### src/design/iosc_defines.svh
/*
  Offsets, field positions, reset values and timing counts of the
  internal oscillator control block.
  Assumes inclusion by bare name from design files.
*/
`ifndef IOSC_DEFINES_SVH
`define IOSC_DEFINES_SVH
`define IOSC_CTRL_ADDR      8'hb2
`define IOSC_BIT_EN         7
`define IOSC_BIT_RDY        6
`define IOSC_BIT_SLEEP      5
`define IOSC_BIT_SYNC       4
`define IOSC_BIT_DITHER     3
`define IOSC_BIT_UNUSED     2
`define IOSC_RST_EN         1'h1
`define IOSC_RST_RDY        1'h1
`define IOSC_RST_DITHER     1'h0
`define IOSC_RST_DIV        2'h0
`define IOSC_DITHER_PERIOD  9'h180
`define IOSC_DITHER_STEP    6'h20
`define IOSC_SYNC_CLOCKS    2'h3
`define IOSC_SETTLE_CYC     8'h10
`endif

### src/design/iosc_pkg.sv
/*
  Types of the internal oscillator control block.
  Assumes nothing of its surroundings.
*/
package iosc_pkg;
  // Oscillator condition, one-hot
  typedef enum logic [3:0] {
    IOSC_OFF    = 4'h1,
    IOSC_SETTLE = 4'h2,
    IOSC_RUN    = 4'h4,
    IOSC_SLEEP  = 4'h8
  } iosc_state_t;
  // External drive circuit modes (3-bit mode field of the ext control)
  typedef enum logic [2:0] {
    IOSC_XM_OFF   = 3'h0,
    IOSC_XM_CMOS  = 3'h2,
    IOSC_XM_CMOS2 = 3'h3,
    IOSC_XM_RC    = 3'h4,
    IOSC_XM_CAP   = 3'h5,
    IOSC_XM_XTAL  = 3'h6,
    IOSC_XM_CRYSTAL_OUTPUT_PIN = 3'h7
  } iosc_xmode_t;
endpackage

### src/design/iosc_ctrl.sv
/*
  Control and status register of the internal high-frequency oscillator,
  its settle/sleep sequencing, dither modulation and post-divider, and
  the pin claims of the external oscillator drive circuit.
  Assumes a one-clock special-function register port, wake events and
  a wake-timer tick synchronous to mclk, and an ext mode from outside.
*/
// What this block does
// - Enable bit runs oscillator, resets to one
// - Read-only ready flag, resets to one
// - Sleep request halts; wake events restart
// - Sync-busy flag up to three timer clocks
// - Dither enable bit, resets to zero
// - Triangle at osc/384, step every 32
// - Divider field 00=/8 ... 11=/1, reset 00
// - Bit 2 reads zero, writes ignored
// - Crystal modes claim both crystal pins
// - Capacitor, RC, CMOS claim output pin
`timescale 1ns/10ps
`include "iosc_defines.svh"
module iosc_ctrl (
  input  wire logic       mclk,
  input  wire logic       rst_n,
  input  wire logic [7:0] sfr_addr,       // Register address
  input  wire logic       sfr_wr,         // Write strobe
  input  wire logic [7:0] sfr_wdata,      // Write data
  output logic      [7:0] sfr_rdata,      // Read data, registered
  input  wire logic       wake_event,     // Any wake-up event, pulse
  input  wire logic       wake_by_timer,  // Wake came from the timer
  input  wire logic       timer_tick,     // Wake-timer clock tick
  input  wire logic [2:0] ext_osc_mode,   // External drive circuit mode
  output logic            hf_osc_run,     // Oscillator running or settling
  output logic            dither_up,      // Modulation direction
  output logic      [1:0] dither_step,    // Stepped frequency offset
  output logic            system_clock,   // Divided clock enable
  output logic            claim_crystal_input_pin,
  output logic            claim_crystal_output_pin
);
  // Control fields
  logic       hf_osc_enable_r;
  logic       spread_dither_enable_r;
  logic [1:0] hf_divider_select_r;
  logic       hf_freq_ready_r;
  logic       wake_timer_sync_busy_r;
  logic [1:0] sync_cnt_r;              // Timer clocks left busy
  logic [7:0] settle_r;                // Settling count after start
  logic [8:0] tri_cnt_r;               // Position within triangle period
  logic [5:0] step_cnt_r;              // Cycles since last step
  logic [2:0] div_cnt_r;               // Post-divider counter
  iosc_pkg::iosc_state_t st_r;
  iosc_pkg::iosc_state_t st_nxt;

  // Decode of the register port
  wire hit_wr = sfr_wr && (sfr_addr == `IOSC_CTRL_ADDR);
  wire sleep_req = hit_wr && sfr_wdata[`IOSC_BIT_SLEEP];
  wire en_nxt = hit_wr ? sfr_wdata[`IOSC_BIT_EN] : hf_osc_enable_r;
  wire running = (st_r == iosc_pkg::IOSC_RUN);
  wire tri_wrap = (tri_cnt_r == `IOSC_DITHER_PERIOD - 9'h1);
  wire step_due = (step_cnt_r == `IOSC_DITHER_STEP - 6'h1);
  // First half of the period climbs, second half falls: six steps each
  wire rising_half = (tri_cnt_r < (`IOSC_DITHER_PERIOD >> 1));
  wire [7:0] rd_word = {hf_osc_enable_r, hf_freq_ready_r, 1'b0,
                        wake_timer_sync_busy_r, spread_dither_enable_r,
                        1'b0, hf_divider_select_r};
  // Divide terminal count: 00 -> 7 (/8), 01 -> 3 (/4), 10 -> 1 (/2), 11 -> 0 (/1)
  wire [2:0] div_last = 3'h7 >> hf_divider_select_r;
  wire xm_xtal = (ext_osc_mode == iosc_pkg::IOSC_XM_XTAL) ||
                 (ext_osc_mode == iosc_pkg::IOSC_XM_CRYSTAL_OUTPUT_PIN);
  wire xm_other = (ext_osc_mode == iosc_pkg::IOSC_XM_CMOS) ||
                  (ext_osc_mode == iosc_pkg::IOSC_XM_CMOS2) ||
                  (ext_osc_mode == iosc_pkg::IOSC_XM_RC) ||
                  (ext_osc_mode == iosc_pkg::IOSC_XM_CAP);

  // Oscillator sequencing; in settle and run sleep beats a simultaneous
  // wake, but a sleep request is ignored while off or asleep
  always_comb
  begin
    st_nxt = st_r;
    unique case (st_r)
      iosc_pkg::IOSC_OFF:
        if (en_nxt) st_nxt = iosc_pkg::IOSC_SETTLE;
      iosc_pkg::IOSC_SETTLE:
        if (!en_nxt) st_nxt = iosc_pkg::IOSC_OFF;
        else if (sleep_req) st_nxt = iosc_pkg::IOSC_SLEEP;
        else if (settle_r == 8'h0) st_nxt = iosc_pkg::IOSC_RUN;
      iosc_pkg::IOSC_RUN:
        if (!en_nxt) st_nxt = iosc_pkg::IOSC_OFF;
        else if (sleep_req) st_nxt = iosc_pkg::IOSC_SLEEP;
      // Clearing the enable while asleep stops it for good, so a later
      // wake cannot start a disabled oscillator
      iosc_pkg::IOSC_SLEEP:
        if (!en_nxt) st_nxt = iosc_pkg::IOSC_OFF;
        else if (wake_event) st_nxt = iosc_pkg::IOSC_SETTLE;
    endcase
  end

  // State and settle counter
  always_ff @(posedge mclk)
  begin
    if (!rst_n)
    begin
      st_r     <= iosc_pkg::IOSC_RUN;  // Running at reset, ready high
      settle_r <= 8'h0;
    end
    else
    begin
      st_r     <= st_nxt;
      settle_r <= (st_nxt == iosc_pkg::IOSC_SETTLE && st_r != iosc_pkg::IOSC_SETTLE)
                  ? `IOSC_SETTLE_CYC : settle_r - {7'h0, settle_r != 8'h0};
    end
  end

  // Control fields; bit 2 and read-only bits are not stored
  always_ff @(posedge mclk)
  begin
    if (!rst_n)
    begin
      hf_osc_enable_r        <= `IOSC_RST_EN;
      spread_dither_enable_r <= `IOSC_RST_DITHER;
      hf_divider_select_r    <= `IOSC_RST_DIV;
    end
    else if (hit_wr)
    begin
      hf_osc_enable_r        <= sfr_wdata[`IOSC_BIT_EN];
      spread_dither_enable_r <= sfr_wdata[`IOSC_BIT_DITHER];
      hf_divider_select_r    <= sfr_wdata[1:0];
    end
  end

  // Ready follows the settled state only
  always_ff @(posedge mclk)
  begin
    if (!rst_n) hf_freq_ready_r <= `IOSC_RST_RDY;
    else hf_freq_ready_r <= (st_nxt == iosc_pkg::IOSC_RUN);
  end

  // Sync busy: set on a wake not caused by the timer, held three ticks
  always_ff @(posedge mclk)
  begin
    if (!rst_n)
    begin
      wake_timer_sync_busy_r <= 1'b0;
      sync_cnt_r             <= 2'h0;
    end
    else if (st_r == iosc_pkg::IOSC_SLEEP && wake_event && !wake_by_timer)
    begin
      wake_timer_sync_busy_r <= 1'b1;
      sync_cnt_r             <= `IOSC_SYNC_CLOCKS;
    end
    else if (wake_timer_sync_busy_r && timer_tick)
    begin
      sync_cnt_r             <= sync_cnt_r - 2'h1;
      wake_timer_sync_busy_r <= (sync_cnt_r != 2'h1);
    end
  end

  // Triangle generator: period 384 cycles, step every 32
  always_ff @(posedge mclk)
  begin
    if (!rst_n || !spread_dither_enable_r || !running)
    begin
      tri_cnt_r   <= 9'h0;
      step_cnt_r  <= 6'h0;
      dither_step <= 2'h0;
      dither_up   <= 1'b1;
    end
    else
    begin
      tri_cnt_r  <= tri_wrap ? 9'h0 : tri_cnt_r + 9'h1;
      step_cnt_r <= step_due ? 6'h0 : step_cnt_r + 6'h1;
      // Twelve steps per period: six up, six down
      if (step_due)
      begin
        dither_up   <= rising_half || tri_wrap;
        dither_step <= rising_half ? dither_step + {1'b0, dither_step != 2'h3}
                       : dither_step - {1'b0, dither_step != 2'h0};
      end
    end
  end

  // Post-divider, pins, read data, run output
  always_ff @(posedge mclk)
  begin
    if (!rst_n)
    begin
      div_cnt_r    <= 3'h0;
      system_clock <= 1'b0;
      claim_crystal_input_pin  <= 1'b0;
      claim_crystal_output_pin <= 1'b0;
      sfr_rdata    <= 8'h0;
      hf_osc_run   <= 1'b1;
    end
    else
    begin
      div_cnt_r    <= (!running || div_cnt_r >= div_last) ? 3'h0 : div_cnt_r + 3'h1;
      system_clock <= running && (div_cnt_r >= div_last);
      claim_crystal_input_pin  <= xm_xtal;
      claim_crystal_output_pin <= xm_xtal || xm_other;
      sfr_rdata    <= (sfr_addr == `IOSC_CTRL_ADDR) ? rd_word : 8'h0;
      hf_osc_run   <= (st_nxt == iosc_pkg::IOSC_RUN) ||
                      (st_nxt == iosc_pkg::IOSC_SETTLE);
    end
  end

  a_ready_off: assert property (@(posedge mclk) disable iff (!rst_n)
    !hf_osc_enable_r |-> ##1 !hf_freq_ready_r)
    else $error("ready high while disabled");
  a_sleep_halts: assert property (@(posedge mclk) disable iff (!rst_n)
    (running && sleep_req && sfr_wdata[`IOSC_BIT_EN]) |=> !hf_osc_run && !hf_freq_ready_r)
    else $error("sleep did not halt");
  a_wake_restart: assert property (@(posedge mclk) disable iff (!rst_n)
    (st_r == iosc_pkg::IOSC_SLEEP && wake_event && !hit_wr) |=> hf_osc_run)
    else $error("wake did not restart");
  a_bit2_zero: assert property (@(posedge mclk) disable iff (!rst_n)
    !sfr_rdata[`IOSC_BIT_UNUSED])
    else $error("bit 2 read nonzero");
  a_busy_set: assert property (@(posedge mclk) disable iff (!rst_n)
    (st_r == iosc_pkg::IOSC_SLEEP && wake_event && !wake_by_timer) |=> wake_timer_sync_busy_r)
    else $error("sync busy not set");
  a_step_spacing: assert property (@(posedge mclk) disable iff (!rst_n)
    $changed(dither_step) && spread_dither_enable_r && running |-> step_cnt_r == 6'h0)
    else $error("dither step off grid");
  a_dither_off: assert property (@(posedge mclk) disable iff (!rst_n)
    !spread_dither_enable_r |=> dither_step == 2'h0)
    else $error("dither active while off");
  a_div_one: assert property (@(posedge mclk) disable iff (!rst_n)
    (running && hf_divider_select_r == 2'h3) [*2] |=> system_clock)
    else $error("divide by one stalled");
  a_pins_xtal: assert property (@(posedge mclk) disable iff (!rst_n)
    xm_xtal |=> claim_crystal_input_pin && claim_crystal_output_pin)
    else $error("crystal pins not claimed");
  c_sleep: cover property (@(posedge mclk) st_r == iosc_pkg::IOSC_SLEEP ##1 wake_event);
  c_busy: cover property (@(posedge mclk) $fell(wake_timer_sync_busy_r));
  c_dither: cover property (@(posedge mclk) dither_step == 2'h3);
  c_off: cover property (@(posedge mclk) $fell(hf_osc_enable_r));
  c_timer_wake: cover property (@(posedge mclk)
    st_r == iosc_pkg::IOSC_SLEEP && wake_event && wake_by_timer);
endmodule // iosc_ctrl

### config.mk
export PLATFORM = sky130hd
export DESIGN_NAME = iosc_ctrl
export DESIGN_NICKNAME = d
export VERILOG_FILES = /design/src/design/iosc_pkg.sv /design/src/design/iosc_ctrl.sv
export VERILOG_INCLUDE_DIRS = /design/src /design/src/design
export SDC_FILE = /design/constraint.sdc
export NUM_CORES = 1
export LEC_CHECK = 0
export ABC_AREA = 0
export BUFFER_PORTS_ARGS = -buffer_cell sky130_fd_sc_hd__clkbuf_2
export CAP_MARGIN = 20
export CORE_MARGIN = 2
export CORE_UTILIZATION = 50
export DETAILED_ROUTE_END_ITERATION = 7
export HOLD_SLACK_MARGIN = 0.1
export PLACE_DENSITY = 0.76
export SLEW_MARGIN = 25
export SYNTH_ARGS = -nofsm -noshare
export SYNTH_HDL_FRONTEND = slang
export SYNTH_SLANG_ARGS = --single-unit
export TNS_END_PERCENT = 30
### constraint.sdc
create_clock -name mclk -period 1.95 [get_ports mclk]
set_clock_uncertainty 0.05 [all_clocks]
set_input_delay 0.2925 -clock mclk [delete_from_list [all_inputs] [get_ports mclk]]
set_output_delay 0.2925 -clock mclk [all_outputs]
set_load 0.005 [all_outputs]
==> results.yml <==
outcome:
  run_status: "completed"
global_routing:
  grt_overflow: 0
  grtUsageMet1: 0.231
  maximum_number_of_pins_on_one_net_before_global_route_repair: 17
  grt_antenna_before_repair: 0
  grt_first_pass_wirelength_um: 7850
  gr-max-usage-layer: "met2"
  global_route.usage.total: 0.191
  met2_usage: 0.320
  met3_track_demand_over_resource_in_global_routing: 0.0483
  vias_in_the_first_global_route: 1848
clocking:
  cts.clk_slew.worst_paths_ns: 0.08
  cts.path.max_buffers: 2
  cts.sink_count: 51
  worstSkewPairLatency_ns: 0.30
  cts-root-buf: "clkbuf_8"
  numCtsBuffers: 5
  cts-htree-levels: 2
  cts_tree: "built"
  post-cts-setup-buffers: 0
setup_path:
  cp-start-kind: "flip-flop"
  timing.critical_path.arrival_ns: 1.99
  worstRegToRegCells: 5
  r2r_end: "settle_r[0]"
  timing.rr.start: "st_r[1]"
  worstSetupEndpointType: "flip-flop"
  criticalPathCategory: "reg -> reg"
  worst-endpoint-required_ns: 2.10
  r2r_slack_ns: 0.11
  crit_path_max_fanout: 8
layout:
  finish.net_count: 344
  most-common-layout-cells: "dfxtp_1, clkbuf_2, nor2_1, nand2_1, buf_4"
  final_core_occ: 0.634
  layout.cells.most_common: "dfxtp_1"
  drive_gt1_frac: 0.265
  area_overhead_vs_synth_pct: 19.9
  finalNonFillerCells: 362
  finished_cell_area_mm2: 0.00282
  num_antenna_cells: 0
worst_hold_path:
  worst_hold_path.endpoint: "hf_divider_select_r[1]"
  whs_path_depth: 3
  min-delay-start: "sfr_wdata[1]"
  class_of_the_most_critical_hold_timing_path: "in -> reg"
floorplan:
  dieArea_mm2: 0.00527
  placeable_core_region_mm2: 0.00444
  std_cell_rows: 24
  die-width_um: 72.6
  pin_count: 40
  die_height_um: 72.6
  initial_core_util: 0.529
sta:
  final-setup-viol-count: 0
  layout_min_cycle_time_ns: 1.84
  worst-slew-pin-transition_ns: 0.541
  finalHoldWorstSlack_ns: 0.165
  max-slew-margin-rel: 0.639
  finalCritPeriodShare: 0.944
  timing_max_transition_violations_final: 0
  finalWorstSetupSlack_ns: 0.110
  max_freq_mhz: 543
  tns_ns: 0
  report.final.hold_viol_count: 0
  grt_setup_unrepaired: "no"
power_and_ir_drop:
  sw_frac_of_total: 0.340
  peakVddDrop_mv: 0.576
  power.internal_mw: 2.05
  net-switching-power_mw: 1.05
  leakage_power_nw: 1.17
  pwr-share-seq: 0.415
  power_mw: 3.10
  p_clk_frac: 0.187
  power_density_mw_per_mm2: 1100
  power_frac_comb: 0.398
drt:
  remaining_antenna_violation_count_after_routing: 0
  vias_per_cell: 5.40
  drc: 0
  drt_first_iter_violations: 85
  route.detailed.wl_per_inst_um: 12.5
  drt-pass1-iter-count: 4
  via_total_after_detailed_routing: 1954
  totalWireLength_um: 4530
yosys:
  synth_largest_type_area_fraction: 0.434
  portion_of_the_post_synthesis_area_used_by_sequential_elements: 0.434
  synth.distinct_cells: 50
  share_of_flip_flops_with_an_asynchronous_set_or_reset: 0
  synth.ff_latch_count: 51
  syn-mean-instance-area_um2: 9.04
  synth_top_area_cell: "dfxtp_1"
  synthCells: 260
  synth_edf_count: 0
  yosys_warning_count: 0
  synth_top_cells_by_area: "dfxtp_1, ha_1, nor2_1"
  top_flip_flop_cell_by_instance_count_after_synthesis: "dfxtp_1"
  synthesis.area_mm2: 0.00235
placed_design:
  place.detailed.hpwl_um: 3390
  io_buffers: 33
  placement_stage_cell_area_mm2: 0.00265
  numPlacedInstances: 354
  globalplace.congestion: 0.902
  dpl_ws_ns: -0.0254
run:
  maxCapViolations: 0
[how the worst max path moves through the flow]
stage / start / to / slack (ns) / cells after the start
6_report: st_r[1] / settle_r[0] / 0.11 / 5
5_1_grt: settle_r[3] / settle_r[4] / 0.003 / 9
4_1_cts: st_r[1] / settle_r[1] / 0.0002 / 5
3_5_place_dp: sfr_addr[0] / settle_r[1] / -0.03 / 6
3_3_place_gp: sfr_addr[0] / settle_r[4] / 0.005 / 6
2_1_floorplan: settle_r[2] / settle_r[4] / 0.09 / 8
[state kept, by name (all words and copies together) (netlist names)]
signal,cells
hf_osc_run,1
claim_crystal_input_pin,1
tri_cnt_r,9
step_cnt_r,6
spread_dither_enable_r,1
dither_step,2
st_r,4
hf_divider_select_r,2
wake_timer_sync_busy_r,1
sync_cnt_r,2
settle_r,8
dither_up,1
system_clock,1
claim_crystal_output_pin,1
hf_freq_ready_r,1
sfr_rdata,6
hf_osc_enable_r,1
div_cnt_r,3
[cell families (layout without fill, tap and decap cells)]
group	count (synthesis)	count (layout)	share of synthesized area
and+or+nand+nor	110	110	0.250
DFF	51	51	0.434
AOI/OAI and AO/OA	46	46	0.136
xor gates and xnor gates	21	21	0.0782
buffers and inverters	20	69	0.0426
adders and majority gates	10	10	0.0532
other	1	2	0.00160
muxes	1	1	0.00426
[power groups by stage]
stage	registers [mW]	logic, mW	clock network [mW]
3_5_place_dp	1.28	1.05	0
3_3_place_gp	1.28	1.01	0
4_1_cts	1.25	1.06	0.594
2_1_floorplan	1.24	0.835	0
5_1_grt	1.31	1.38	0.637
6_report	1.29	1.23	0.579
[layout make-up]
class / count / area, um^2
tap: 52 / 65.1
multi-input combinational: 190 / 1310
sequential: 51 / 1030
clock buffer: 6 / 72.6
inverter: 11 / 41.3
fill: 369 / 1630
timing repair buffer: 50 / 293
clock inverter: 2 / 12.5
[what timing repair did]
item | CTS | global route
hold buffers | 0 | 0
setup endpoints to repair | 0 | 10
gates resized for setup | 0 | 20
[critical path, stage by stage, from the launching register on]
cell      delay (ns)
dfxtp_2         0.36
or4b_4          0.56
or2_0           0.26
o21ai_2         0.11
a21oi_4         0.13
a311oi_1        0.27
[layer usage]
| layer | up-vias | wire [um] |
|---|---|---|
| li1 | 1010 | - |
| met4 | 0 | 93 |
| met1 | 893 | 2100 |
| met2 | 42 | 2140 |
| met5 | - | 0 |
| met3 | 9 | 200 |
[Yosys cell counts (2+ instances only)]
master    number
a211oi_1       3
a21o_1         2
a21oi_1       14
a311oi_1       9
a31o_1         2
and2_1         4
and3_1        14
buf_2          2
buf_4          2
buf_6          2
clkbuf_1       3
dfxtp_1       51
ha_1          10
inv_1         11
nand2_1       22
nand2b_1       2
nand3_1       11
nand4_1        2
nor2_1        30
nor2b_1        3
nor3_1         3
nor4_1         4
o21ai_0        2
o21ai_1        2
o22ai_1        2
or2_2          2
or3b_1         3
or4b_4         2
xnor2_1       10
xor2_1        11
Power figures use the tool's default switching activity.
